**src/rtl/flash_spm_pkg.sv**
```systemverilog
package flash_spm_pkg;

   // ----------------------------------------
   // Register map (byte addresses)
   // ----------------------------------------
   localparam int unsigned ADDR_W = 4;
   localparam logic [3:0] OFS_CTRL = 4'h0;
   localparam logic [3:0] OFS_PTR = 4'h4;
   localparam logic [3:0] OFS_DATA = 4'h8;
   localparam logic [3:0] OFS_STATUS = 4'hc;

   // ----------------------------------------
   // Control register codes and fields
   // ----------------------------------------
   localparam int unsigned CTRL_W = 8;
   localparam logic [7:0] CMD_LOAD = 8'h01;
   localparam logic [7:0] CMD_ERASE = 8'h03;
   localparam logic [7:0] CMD_WRITE = 8'h05;
   localparam int unsigned CTRL_ENABLE_BIT = 0;
   localparam int unsigned CTRL_RWW_BIT = 4;
   localparam logic [7:0] CTRL_RESET = 8'h00;

   // ----------------------------------------
   // Status register fields
   // ----------------------------------------
   localparam int unsigned ST_BUSY_BIT = 0;
   localparam int unsigned ST_WINDOW_BIT = 1;
   localparam int unsigned ST_EEPROM_BIT = 2;
   localparam int unsigned ST_LOADED_BIT = 3;

   // ----------------------------------------
   // Pointer split and buffer shape
   // ----------------------------------------
   localparam int unsigned PTR_W = 16;
   localparam int unsigned DATA_W = 16;
   localparam int unsigned WORD_LSB = 1;
   localparam int unsigned WORD_W = 5;
   localparam int unsigned PAGE_LSB = 6;
   localparam int unsigned PAGE_W = 10;
   localparam int unsigned PAGE_WORDS = 32;
   localparam logic [15:0] PTR_RESET = 16'h0000;
   localparam logic [15:0] DATA_RESET = 16'h0000;

   // ----------------------------------------
   // Timing
   // ----------------------------------------
   localparam logic [2:0] WINDOW_CYCLES = 3'h4;
   localparam int unsigned CLK_PERIOD_NS = 20;
   localparam int unsigned PROG_MIN_NS = 3700000;
   localparam int unsigned PROG_MAX_NS = 4500000;
   localparam int unsigned PROG_CYCLES = (PROG_MIN_NS + CLK_PERIOD_NS - 1) / CLK_PERIOD_NS;
   localparam int unsigned TIMER_W = 20;

   // ----------------------------------------
   // Sequencer states
   // ----------------------------------------
   typedef enum logic [1:0] {
      st_idle,
      st_erase,
      st_stream,
      st_program
   } seq_state_type;

endpackage

```
**src/rtl/flash_self_programming_ctrl.sv**
```systemverilog
// Function
// - Erase code plus store-program within four cycles erases the pointer's page.
// - Erase uses only the page field; data pair and other pointer bits ignored.
// - CPU is halted for the whole page erase.
// - Load code plus store-program within four cycles stores data pair at word field.
// - Buffer clears after page write, on re-enable bit write, and on reset.
// - An EEPROM write during page loading discards all loaded words.
// - Write code plus store-program within four cycles programs buffer into page.
// - CPU is halted for the whole page write.
// - Buffer words may be loaded in any order.
// - Buffer may be filled before erase or between erase and write.
// - Word address splits into word-in-page low bits and page high bits.
// - Load-program reads address by byte, pointer bit 0 picks the byte.
// - While EEPROM write pends, programming commands are blocked.
// - Store-program is accepted from code at any address.
// - Each erase or write takes 3.7 to 4.5 ms.
//
// The address map and the Avalon-MM register port were left to the implementer.
`timescale 1ns/1ps
`default_nettype none

module flash_self_programming_ctrl #(
   parameter int unsigned PROG_CYCLES = flash_spm_pkg::PROG_CYCLES
) (
   // Clock and reset
   input wire logic mclk,
   input wire logic rst,
   // Avalon-MM slave
   input wire logic [flash_spm_pkg::ADDR_W-1:0] avs_address,
   input wire logic avs_read,
   input wire logic avs_write,
   input wire logic [31:0] avs_writedata,
   output logic [31:0] avs_readdata,
   output logic avs_waitrequest,
   // Processor core
   input wire logic spm_strobe,
   input wire logic lpm_strobe,
   output logic cpu_halt,
   // EEPROM controller
   input wire logic eeprom_write_pending,
   input wire logic eeprom_write_start,
   // Flash array, programming side
   output logic flash_erase_go,
   output logic flash_prog_valid,
   output logic [flash_spm_pkg::PAGE_W-1:0] flash_prog_page,
   output logic [flash_spm_pkg::WORD_W-1:0] flash_prog_word,
   output logic [flash_spm_pkg::DATA_W-1:0] flash_prog_data,
   // Flash array, read side
   output logic flash_rd_valid,
   output logic [flash_spm_pkg::PTR_W-2:0] flash_rd_word_addr,
   output logic flash_rd_byte_sel
);

   // ----------------------------------------
   // Pointer field decode
   // ----------------------------------------

   // Page index from the high pointer bits
   function automatic logic [flash_spm_pkg::PAGE_W-1:0] page_of(
      input logic [flash_spm_pkg::PTR_W-1:0] p);
      page_of = p[flash_spm_pkg::PAGE_LSB +: flash_spm_pkg::PAGE_W];
   endfunction

   // Word within page from the low pointer bits
   function automatic logic [flash_spm_pkg::WORD_W-1:0] word_of(
      input logic [flash_spm_pkg::PTR_W-1:0] p);
      word_of = p[flash_spm_pkg::WORD_LSB +: flash_spm_pkg::WORD_W];
   endfunction

   // ----------------------------------------
   // Declarations
   // ----------------------------------------
   logic [flash_spm_pkg::CTRL_W-1:0] store_program_control_reg;
   logic [flash_spm_pkg::PTR_W-1:0] pointer;
   logic [flash_spm_pkg::DATA_W-1:0] load_data_pair;
   logic [2:0] window_cnt;
   flash_spm_pkg::seq_state_type state;
   logic [flash_spm_pkg::WORD_W-1:0] stream_idx;
   logic [flash_spm_pkg::PAGE_W-1:0] op_page;
   logic bus_take;
   logic wr_ctrl;
   logic window_open;
   logic spm_fire;
   logic do_load;
   logic do_erase;
   logic do_write;
   logic buf_clear;
   logic buf_loaded;
   logic [flash_spm_pkg::DATA_W-1:0] buf_rd_data;
   logic timer_start;
   logic timer_done;
   logic [31:0] next_readdata;

   // ----------------------------------------
   // Avalon-MM handshake
   // ----------------------------------------

   // Request taken at the edge where waitrequest is low
   assign bus_take = (avs_read || avs_write) && !avs_waitrequest;

   // Waitrequest drops for one cycle after a request is seen
   always_ff @(posedge mclk) begin
      if (rst) begin
         avs_waitrequest <= 1'b1;
      end else if (!avs_waitrequest) begin
         avs_waitrequest <= 1'b1;
      end else if (avs_read || avs_write) begin
         avs_waitrequest <= 1'b0;
      end
   end

   // Read mux, unmapped offsets read zero
   always_comb begin
      next_readdata = '0;
      case (avs_address)
         flash_spm_pkg::OFS_CTRL: begin
            next_readdata[flash_spm_pkg::CTRL_W-1:0] = store_program_control_reg;
         end
         flash_spm_pkg::OFS_PTR: begin
            next_readdata[flash_spm_pkg::PTR_W-1:0] = pointer;
         end
         flash_spm_pkg::OFS_DATA: begin
            next_readdata[flash_spm_pkg::DATA_W-1:0] = load_data_pair;
         end
         flash_spm_pkg::OFS_STATUS: begin
            next_readdata[flash_spm_pkg::ST_BUSY_BIT] = (state != flash_spm_pkg::st_idle);
            next_readdata[flash_spm_pkg::ST_WINDOW_BIT] = window_open;
            next_readdata[flash_spm_pkg::ST_EEPROM_BIT] = eeprom_write_pending;
            next_readdata[flash_spm_pkg::ST_LOADED_BIT] = buf_loaded;
         end
         default: begin
            next_readdata = '0;
         end
      endcase
   end

   // Read data registered while the request waits
   always_ff @(posedge mclk) begin
      if (rst) begin
         avs_readdata <= '0;
      end else if (avs_read && avs_waitrequest) begin
         avs_readdata <= next_readdata;
      end
   end

   // ----------------------------------------
   // Control register write and command window
   // ----------------------------------------

   // Control writes refused while busy or while EEPROM write pends
   assign wr_ctrl = bus_take && avs_write && avs_address == flash_spm_pkg::OFS_CTRL
      && state == flash_spm_pkg::st_idle && !eeprom_write_pending;

   assign window_open = (window_cnt != 3'h0);

   // Store-program honoured from any code address while window runs
   assign spm_fire = spm_strobe && window_open && !eeprom_write_pending;

   assign do_load = spm_fire && store_program_control_reg == flash_spm_pkg::CMD_LOAD;
   assign do_erase = spm_fire && store_program_control_reg == flash_spm_pkg::CMD_ERASE;
   assign do_write = spm_fire && store_program_control_reg == flash_spm_pkg::CMD_WRITE;

   // Window counter opens for four cycles on a command write
   always_ff @(posedge mclk) begin
      if (rst) begin
         window_cnt <= 3'h0;
      end else if (wr_ctrl && avs_writedata[flash_spm_pkg::CTRL_ENABLE_BIT]) begin
         window_cnt <= flash_spm_pkg::WINDOW_CYCLES;
      end else if (spm_fire) begin
         window_cnt <= 3'h0;
      end else if (window_open) begin
         window_cnt <= window_cnt - 3'h1;
      end
   end

   // Command bits cleared on expiry, on load, and at end of operation
   always_ff @(posedge mclk) begin
      if (rst) begin
         store_program_control_reg <= flash_spm_pkg::CTRL_RESET;
      end else if (wr_ctrl) begin
         store_program_control_reg <= avs_writedata[flash_spm_pkg::CTRL_W-1:0];
      end else if (window_cnt == 3'h1 && !spm_fire) begin
         store_program_control_reg <= flash_spm_pkg::CTRL_RESET;
      end else if (do_load || timer_done) begin
         store_program_control_reg <= flash_spm_pkg::CTRL_RESET;
      end
   end

   // ----------------------------------------
   // Pointer and data pair registers
   // ----------------------------------------

   // Loaded only while idle so a running operation keeps its operands
   always_ff @(posedge mclk) begin
      if (rst) begin
         pointer <= flash_spm_pkg::PTR_RESET;
         load_data_pair <= flash_spm_pkg::DATA_RESET;
      end else if (bus_take && avs_write && state == flash_spm_pkg::st_idle) begin
         if (avs_address == flash_spm_pkg::OFS_PTR) begin
            pointer <= avs_writedata[flash_spm_pkg::PTR_W-1:0];
         end
         if (avs_address == flash_spm_pkg::OFS_DATA) begin
            load_data_pair <= avs_writedata[flash_spm_pkg::DATA_W-1:0];
         end
      end
   end

   // ----------------------------------------
   // Temporary page buffer
   // ----------------------------------------

   // Clear after page write, on re-enable bit write, on EEPROM write
   assign buf_clear = (state == flash_spm_pkg::st_program && timer_done)
      || (wr_ctrl && avs_writedata[flash_spm_pkg::CTRL_RWW_BIT])
      || eeprom_write_start;

   page_buffer u_buffer (
      .mclk(mclk),
      .rst(rst),
      .clear(buf_clear),
      .load(do_load),
      .load_idx(word_of(pointer)),
      .load_data(load_data_pair),
      .rd_idx(stream_idx),
      .rd_data(buf_rd_data),
      .loaded(buf_loaded)
   );

   // ----------------------------------------
   // Programming time
   // ----------------------------------------
   assign timer_start = do_erase
      || (state == flash_spm_pkg::st_stream && stream_idx == '1);

   op_timer #(
      .CYCLES(PROG_CYCLES)
   ) u_timer (
      .mclk(mclk),
      .rst(rst),
      .start(timer_start),
      .done(timer_done)
   );

   // ----------------------------------------
   // Sequencer
   // ----------------------------------------

   // Erase waits on the timer, write streams the buffer then waits
   always_ff @(posedge mclk) begin
      if (rst) begin
         state <= flash_spm_pkg::st_idle;
         stream_idx <= '0;
         op_page <= '0;
      end else begin
         case (state)
            flash_spm_pkg::st_idle: begin
               stream_idx <= '0;
               if (do_erase) begin
                  op_page <= page_of(pointer);
                  state <= flash_spm_pkg::st_erase;
               end else if (do_write) begin
                  op_page <= page_of(pointer);
                  state <= flash_spm_pkg::st_stream;
               end
            end
            flash_spm_pkg::st_erase: begin
               if (timer_done) begin
                  state <= flash_spm_pkg::st_idle;
               end
            end
            flash_spm_pkg::st_stream: begin
               stream_idx <= stream_idx + 1'b1;
               if (stream_idx == '1) begin
                  state <= flash_spm_pkg::st_program;
               end
            end
            flash_spm_pkg::st_program: begin
               if (timer_done) begin
                  state <= flash_spm_pkg::st_idle;
               end
            end
            default: begin
               state <= flash_spm_pkg::st_idle;
            end
         endcase
      end
   end

   // CPU halt for the whole erase or write
   always_ff @(posedge mclk) begin
      if (rst) begin
         cpu_halt <= 1'b0;
      end else if (do_erase || do_write) begin
         cpu_halt <= 1'b1;
      end else if (timer_done) begin
         cpu_halt <= 1'b0;
      end
   end

   // ----------------------------------------
   // Flash array programming outputs
   // ----------------------------------------

   // Erase pulse, then buffer words one per cycle to the array
   always_ff @(posedge mclk) begin
      if (rst) begin
         flash_erase_go <= 1'b0;
         flash_prog_valid <= 1'b0;
         flash_prog_page <= '0;
         flash_prog_word <= '0;
         flash_prog_data <= '0;
      end else begin
         flash_erase_go <= do_erase;
         flash_prog_valid <= (state == flash_spm_pkg::st_stream);
         if (do_erase || do_write) begin
            flash_prog_page <= page_of(pointer);
         end else begin
            flash_prog_page <= op_page;
         end
         flash_prog_word <= stream_idx;
         flash_prog_data <= buf_rd_data;
      end
   end

   // ----------------------------------------
   // Load-program read address
   // ----------------------------------------

   // Byte addressing, pointer bit 0 selects the byte
   always_ff @(posedge mclk) begin
      if (rst) begin
         flash_rd_valid <= 1'b0;
         flash_rd_word_addr <= '0;
         flash_rd_byte_sel <= 1'b0;
      end else begin
         flash_rd_valid <= lpm_strobe && state == flash_spm_pkg::st_idle;
         if (lpm_strobe) begin
            flash_rd_word_addr <= pointer[flash_spm_pkg::PTR_W-1:1];
            flash_rd_byte_sel <= pointer[0];
         end
      end
   end

endmodule

`default_nettype wire

```
**src/rtl/op_timer.sv**
```systemverilog
`timescale 1ns/1ps
`default_nettype none

module op_timer #(
   parameter int unsigned CYCLES = flash_spm_pkg::PROG_CYCLES
) (
   // Clock and reset
   input wire logic mclk,
   input wire logic rst,
   // Control
   input wire logic start,
   output logic done
);

   localparam logic [flash_spm_pkg::TIMER_W-1:0] LAST =
      flash_spm_pkg::TIMER_W'(CYCLES - 1);

   logic [flash_spm_pkg::TIMER_W-1:0] count;
   logic running;

   // ----------------------------------------
   // Countdown, done pulses CYCLES edges after start
   // ----------------------------------------
   always_ff @(posedge mclk) begin
      if (rst) begin
         count <= '0;
         running <= 1'b0;
         done <= 1'b0;
      end else begin
         done <= 1'b0;
         if (start) begin
            count <= LAST;
            running <= 1'b1;
         end else if (running) begin
            if (count == '0) begin
               running <= 1'b0;
            end else begin
               count <= count - 1'b1;
            end
            done <= (count == '0);
         end
      end
   end

endmodule

`default_nettype wire

```
**src/rtl/page_buffer.sv**
```systemverilog
`timescale 1ns/1ps
`default_nettype none

module page_buffer (
   // Clock and reset
   input wire logic mclk,
   input wire logic rst,
   // Control
   input wire logic clear,
   input wire logic load,
   input wire logic [flash_spm_pkg::WORD_W-1:0] load_idx,
   input wire logic [flash_spm_pkg::DATA_W-1:0] load_data,
   // Read side
   input wire logic [flash_spm_pkg::WORD_W-1:0] rd_idx,
   output logic [flash_spm_pkg::DATA_W-1:0] rd_data,
   output logic loaded
);

   logic [flash_spm_pkg::DATA_W-1:0] mem [flash_spm_pkg::PAGE_WORDS];
   logic [flash_spm_pkg::PAGE_WORDS-1:0] valid;

   // ----------------------------------------
   // Word storage, one cell per word
   // ----------------------------------------
   genvar gi;
   generate
      for (gi = 0; gi < flash_spm_pkg::PAGE_WORDS; gi++) begin : g_word
         // Erased cells read as all ones
         always_ff @(posedge mclk) begin
            if (rst || clear) begin
               mem[gi] <= '1;
               valid[gi] <= 1'b0;
            end else if (load && load_idx == flash_spm_pkg::WORD_W'(gi) && !valid[gi]) begin
               mem[gi] <= load_data;
               valid[gi] <= 1'b1;
            end
         end
      end
   endgenerate

   // Read mux and loaded flag
   assign rd_data = mem[rd_idx];
   assign loaded = |valid;

endmodule

`default_nettype wire
```
**config.mk**
```make
export PLATFORM = sky130hd
export DESIGN_NAME = flash_self_programming_ctrl
export DESIGN_NICKNAME = d
export VERILOG_FILES = /design/src/rtl/flash_spm_pkg.sv /design/src/rtl/flash_self_programming_ctrl.sv /design/src/rtl/op_timer.sv /design/src/rtl/page_buffer.sv
export SDC_FILE = /design/constraint.sdc
export NUM_CORES = 1
export LEC_CHECK = 0
export BUFFER_PORTS_ARGS = -buffer_cell sky130_fd_sc_hd__buf_4
export CAP_MARGIN = 20
export CORE_MARGIN = 1.5
export CORE_UTILIZATION = 27
export CTS_CLUSTER_DIAMETER = 100
export CTS_CLUSTER_SIZE = 12
export DETAILED_ROUTE_END_ITERATION = 7
export PLACE_DENSITY = 0.38
export SETUP_SLACK_MARGIN = 0.5
export SLEW_MARGIN = 0
export SYNTH_ARGS = -nofsm -noshare
export SYNTH_HDL_FRONTEND = slang
export SYNTH_SLANG_ARGS = --single-unit
```
**constraint.sdc**
```tcl
create_clock -name mclk -period 11.6 [get_ports mclk]
set_input_delay 1.16 -clock mclk [delete_from_list [all_inputs] [get_ports mclk]]
set_output_delay 1.16 -clock mclk [all_outputs]
set_load 0.05 [all_outputs]
```
==> flow_metrics.env, run 1 <==
export IMPL_status="finished, final reports clean"
export IMPL_grt_max_degree=79
export IMPL_rsz0062_at_grt="no"
export IMPL_wire_per_inst_um=25.3
export IMPL_reg2reg_depth=7
export IMPL_top_regs="u_buffer.mem (512), u_buffer.valid (32), u_timer.count (20)"
export IMPL_antenna_found_initial=2
export IMPL_final_area_mm2=0.0343
export IMPL_final_cell_mix="nand2_1, edfxtp_1, dfxtp_1, nor2_1, buf_4"
export IMPL_place_area_mm2=0.0324
export IMPL_cts_buffers=67
export IMPL_drt_vias_per_instance=4.93
export IMPL_crit_path_end_kind="flip-flop"
export IMPL_first_global_vias=19200
export IMPL_die_w_um=335
export IMPL_die_area_mm2=0.112
export IMPL_setup_worst_path_start_class="input pin"
export IMPL_crit_chain="buf_4 > a311oi_1 > nand3_2 > nor3_4 > nand2_1"
export IMPL_critPathSlowestCell="nor3_4"
export IMPL_p_per_area_mw_per_mm2=143
export IMPL_clk_latency_ps=620
export IMPL_route_met3_wl_um=5620
export IMPL_antenna_left=0
export IMPL_wl_met2_um=44400
export IMPL_slew_headroom_pct=21.9
export IMPL_max_freq_mhz=249
export IMPL_ys_types=69
export IMPL_pre_cts_ws_ps=6820
export IMPL_cts_clk_slew_worst_paths_ps=60
export IMPL_dr_pass1_iters=5
export IMPL_dieHeight_um=335
export IMPL_gr_usage_all_layers_pct=17.1
export IMPL_synth_edf_count=512
export IMPL_setup_viol=0
export IMPL_ios=128
export IMPL_skew_ps=21.4
export IMPL_drc=0
export IMPL_vias=18700
export IMPL_power_leakage_uw=0.00903
export IMPL_arrival_ps=4330
export IMPL_io_buffers=95
export IMPL_grt_pass1_wl_um=137000
export IMPL_syn_to_final_growth_pct=15.4
export IMPL_hold_viol=0
export IMPL_cts_sinks=694
export IMPL_syn_area_per_cell_um2=13.0
export IMPL_overflow=0
export IMPL_nets=2399
export IMPL_fin_util_pct=31.4
export IMPL_cts_resized_gates=0
export IMPL_syn_cell_area_mm2=0.0297
export IMPL_start_util_pct=27.3
export IMPL_routed_wl_um=96100
export IMPL_ys_flop_type="edfxtp_1"
export IMPL_drtIter0Drc=1549
export IMPL_fin_crit_ps=4020
export IMPL_ys_seq_elements=694
export IMPL_critical_path_max_fanout=60
export IMPL_h_tree_depth=3
export IMPL_yosysWarnings=0
export IMPL_wl_met1_um=43600
export IMPL_cpPeakStageDelay_ps=1130
export IMPL_largest_register="u_buffer.mem"
export IMPL_ys_async_sr_fraction_pct=0
export IMPL_top_layer="met4"
export IMPL_cts_setup_buffers=0
export IMPL_cts_hold_buf=0
export IMPL_drv_cap=0
export IMPL_min_path_type="flip-flop to flip-flop"
export IMPL_dp_hpwl_um=61800
export IMPL_path_class="input pin to flip-flop"
export IMPL_drive_above_1_share_pct=20.0
export IMPL_ys_top_cells_by_area="edfxtp_1, dfxtp_1, mux4_2"
export IMPL_largest_register_ff_count=512
export IMPL_synth_seq_area_share_pct=64.0
export IMPL_synth_top_cell_area_share_pct=51.7
export IMPL_final_common_cell="nand2_1"
export IMPL_final_setup_worst_slack_ps=7580
export IMPL_place_congestion=0.789
export IMPL_design_core_area_mm2=0.109
export IMPL_cts_tree="done"
export IMPL_placed_cells=3692
export IMPL_holdPathStages=2
export IMPL_vdd_drop_max_uv=82.0
export IMPL_worst_pin_slew_ps=1170
export IMPL_worst_ep_required_time_ps=11910
export IMPL_slew_violations=0
export IMPL_cts_root_buf="clkbuf_16"
export IMPL_row_count=121
export IMPL_yosysTopAreaCell="edfxtp_1"
export IMPL_tns_ps=0
export IMPL_syn_inst=2281
export IMPL_fin_cells=3792
export IMPL_post_route_period_util_pct=34.6
export IMPL_clock_path_buffers=3
-- metrics by stage --
step	hold WS, ps	total power (uW)
2_1_floorplan	446	2850
3_3_place_gp	461	2930
3_5_place_dp	473	2940
4_1_cts	485	4990
5_1_grt	517	5080
6_report	482	4920
-- power breakdown --
part	internal [uW]	switching, uW
Clock	1090	950
Combinational	51.6	158
Sequential	2660	7.43
Total	3800	1120
-- critical path: cells and delay by family --
kind,cells,cell delay (ps)
compound gates,1,700
buf+inv,1,320
simple gates,3,2110
-- per-layer routing --
layer | track usage [%] | vias up
met5 | 0 | -
met4 | 5.03 | 0
met3 | 2.62 | 129
met2 | 27.2 | 589
met1 | 23.9 | 9523
li1 | - | 8456
-- synthesized netlist by cell type, types with 4 or more instances --
master	instances
nand2b_1	8
nor3b_1	4
clkbuf_1	98
a22o_1	8
a21oi_1	80
buf_2	33
nor3_2	11
nor4_1	14
inv_1	10
mux2i_1	76
or3_1	5
nand2_1	544
nand3b_1	4
or4_1	7
nor3_1	29
o31ai_1	35
buf_6	4
buf_1	14
mux4_2	130
nor2b_1	16
dfxtp_1	182
o22ai_1	16
a22oi_1	40
or2_2	17
and3_1	4
edfxtp_1	512
ha_1	6
xor2_1	10
nor3_4	19
nor2_1	174
or2_1	21
nand3_1	38
mux2_2	19
buf_4	16
o21ai_0	23
-- area by class of cell --
class	instances	area, um^2
Antenna cell	2	5.00
Multi-Input combinational cell	1427	10400
Tap cell	1414	1770
Sequential cell	694	19000
Fill cell	10900	74700
Inverter	10	37.5
Timing Repair Buffer	149	1140
Clock buffer	91	1820
Clock inverter	5	58.8
-- logic make-up after synthesis --
logic type               after synthesis  share of synthesized area [%]
AO/OA/AOI/OAI                        226                           4.86
buffers and inverters                175                           2.65
multiplexers                         225                           13.1
other                                  1                         0.0126
AND/OR/NAND/NOR                      941                           14.7
flip-flops                           694                           64.0
XOR/XNOR                              13                          0.383
adder cells (fa/ha/maj)                6                          0.253
-- final timing paths --
| check | startpoint | end | slack [ps] |
|---|---|---|---|
| max | rst | u_buffer.mem[9][14] | 7580 |
| min | cpu_halt | cpu_halt | 480 |
| max reg2reg | window_cnt[0] | u_buffer.mem[9][14] | 7800 |
| min reg2reg | cpu_halt | cpu_halt | 480 |
Power figures use the tool's default switching activity.
==> run 2, diff against run 1 <==
PLACE_DENSITY = 0.4   (was 0.38)
clock period = 3.58 ns   (was 11.6 ns; I/O delays follow)
==> run 2 against run 1 <==
Effect of this change:
- worst setup slack got worse by 7000 ps
- first-iteration DRC count fell by 2.3%
- global-route usage fell by 0.48 points
- sequential share of layout area fell by 1.1 points
- clock-buffer cell count rose by 1
==> flow_metrics.env, run 2 (same netlist as run 1, synthesis figures left out) <==
export IMPL_status="finished, final reports clean"
export IMPL_first_global_vias=19400
export IMPL_power_uw=15900
export IMPL_largest_register_ff_count=512
export IMPL_ios=128
export IMPL_io_buffers=95
export IMPL_slew_violations=0
export IMPL_slew_headroom_pct=20.1
export IMPL_start_util_pct=27.3
export IMPL_drive_above_1_share_pct=22.3
export IMPL_vias=18900
export IMPL_worst_ep_required_time_ps=3870
export IMPL_setup_worst_path_start_class="flip-flop"
export IMPL_hold_ws_ps=44.4
export IMPL_grt_pass1_wl_um=135000
export IMPL_cts_sinks=694
export IMPL_design_core_area_mm2=0.109
export IMPL_row_count=121
export IMPL_min_path_type="input pin to flip-flop"
export IMPL_wire_per_inst_um=24.1
export IMPL_crit_path_end_kind="flip-flop"
export IMPL_skew_ps=37.8
export IMPL_tns_ps=0
export IMPL_dr_pass1_iters=5
export IMPL_top_regs="u_buffer.mem (512), u_buffer.valid (32), u_timer.count (20)"
export IMPL_overflow=0
export IMPL_clock_path_buffers=3
export IMPL_cts_clk_slew_worst_paths_ps=70
export IMPL_dieHeight_um=335
export IMPL_routed_wl_um=93600
export IMPL_path_class="flip-flop to flip-flop"
export IMPL_h_tree_depth=3
export IMPL_arrival_ps=3270
export IMPL_post_route_period_util_pct=83.1
export IMPL_drt_vias_per_instance=4.87
export IMPL_die_area_mm2=0.112
export IMPL_cts_root_buf="clkbuf_16"
export IMPL_nets=2487
export IMPL_setup_viol=0
export IMPL_worst_pin_slew_ps=1190
export IMPL_antenna_left=0
export IMPL_vdd_drop_max_uv=275
export IMPL_drc=0
export IMPL_place_congestion=0.819
export IMPL_drtIter0Drc=1513
export IMPL_p_per_area_mw_per_mm2=456
export IMPL_antenna_found_initial=4
export IMPL_largest_register="u_buffer.mem"
export IMPL_cts_setup_buffers=0
export IMPL_cts_tree="done"
export IMPL_grt_max_degree=94
export IMPL_drv_cap=0
export IMPL_place_area_mm2=0.0329
export IMPL_antennaDiodeCount=0
export IMPL_gr_usage_all_layers_pct=16.6
export IMPL_clk_latency_ps=620
export IMPL_final_cell_mix="nand2_1, edfxtp_1, buf_4, dfxtp_1, nor2_1"
export IMPL_dp_hpwl_um=63600
export IMPL_fin_crit_ps=2970
export IMPL_critical_path_max_fanout=16
export IMPL_rsz0062_at_grt="yes"
export IMPL_die_w_um=335
export IMPL_cts_buffers=67
export IMPL_power_leakage_uw=0.00951
export IMPL_final_area_mm2=0.0349
export IMPL_final_common_cell="nand2_1"
export IMPL_hold_viol=0
export IMPL_syn_to_final_growth_pct=17.6
export IMPL_max_freq_mhz=336
-- run 2: critical path: stages (launching register included) --
cell	delay [ps]
dfxtp_1	330
or4_4	610
nor4_2	240
buf_4	180
or4b_2	740
o31ai_4	310
buf_12	220
-- run 2: final timing paths --
check                                     from                      endpoint  slack (ps)  cells after the start
setup reg to reg  store_program_control_reg[3]           u_buffer.mem[3][11]         610                      6
hold reg to reg   store_program_control_reg[4]  store_program_control_reg[4]         480                      2
setup / recovery  store_program_control_reg[3]           u_buffer.mem[3][11]         610                      6
hold / removal                avs_writedata[2]             load_data_pair[2]          40                      3
-- run 2: stage by stage --
stage	setup WS (ps)	std cells	util, %
after floorplan	46.9	2296	-
after global placement	454	3766	30.2
after detailed placement	399	3766	30.2
after CTS	576	3879	32.1
after global routing	479	3879	32.1
final	605	3879	32.1
-- run 2: cell type report --
type                       instances  area [um^2]
clock inverter                     5         58.8
sequential                       694        19000
fill                           10900        74100
tap                             1414         1770
timing repair buffer             237         1950
clock buffer                      92         1820
multi-input combinational       1427        10300
inverter                          10         37.5
-- run 2: report_power, final --
| part | internal, uW | switching [uW] | total [uW] |
|---|---|---|---|
| sequential | 8620 | 24.5 | 8640 |
| combinational | 201 | 504 | 706 |
| clock | 3540 | 3050 | 6590 |
| total | 12400 | 3580 | 15900 |
-- run 2: timing repair --
item | CTS | global route
setup endpoints to repair | 276 | 89
pin swaps | 0 | 0
hold endpoints to repair | 26 | 0
hold buffers | 16 | 0
gates resized for setup | 3 | 2
-- run 2: per-layer routing --
layer  share of wire (%)  GRT usage (%)  up-vias
met5               0.041          0.261        -
met4                 2.9           5.11        2
met3                 5.1           2.38      121
met2                  49           28.1      525
met1                  43           21.8     9643
li1                    -              -     8608
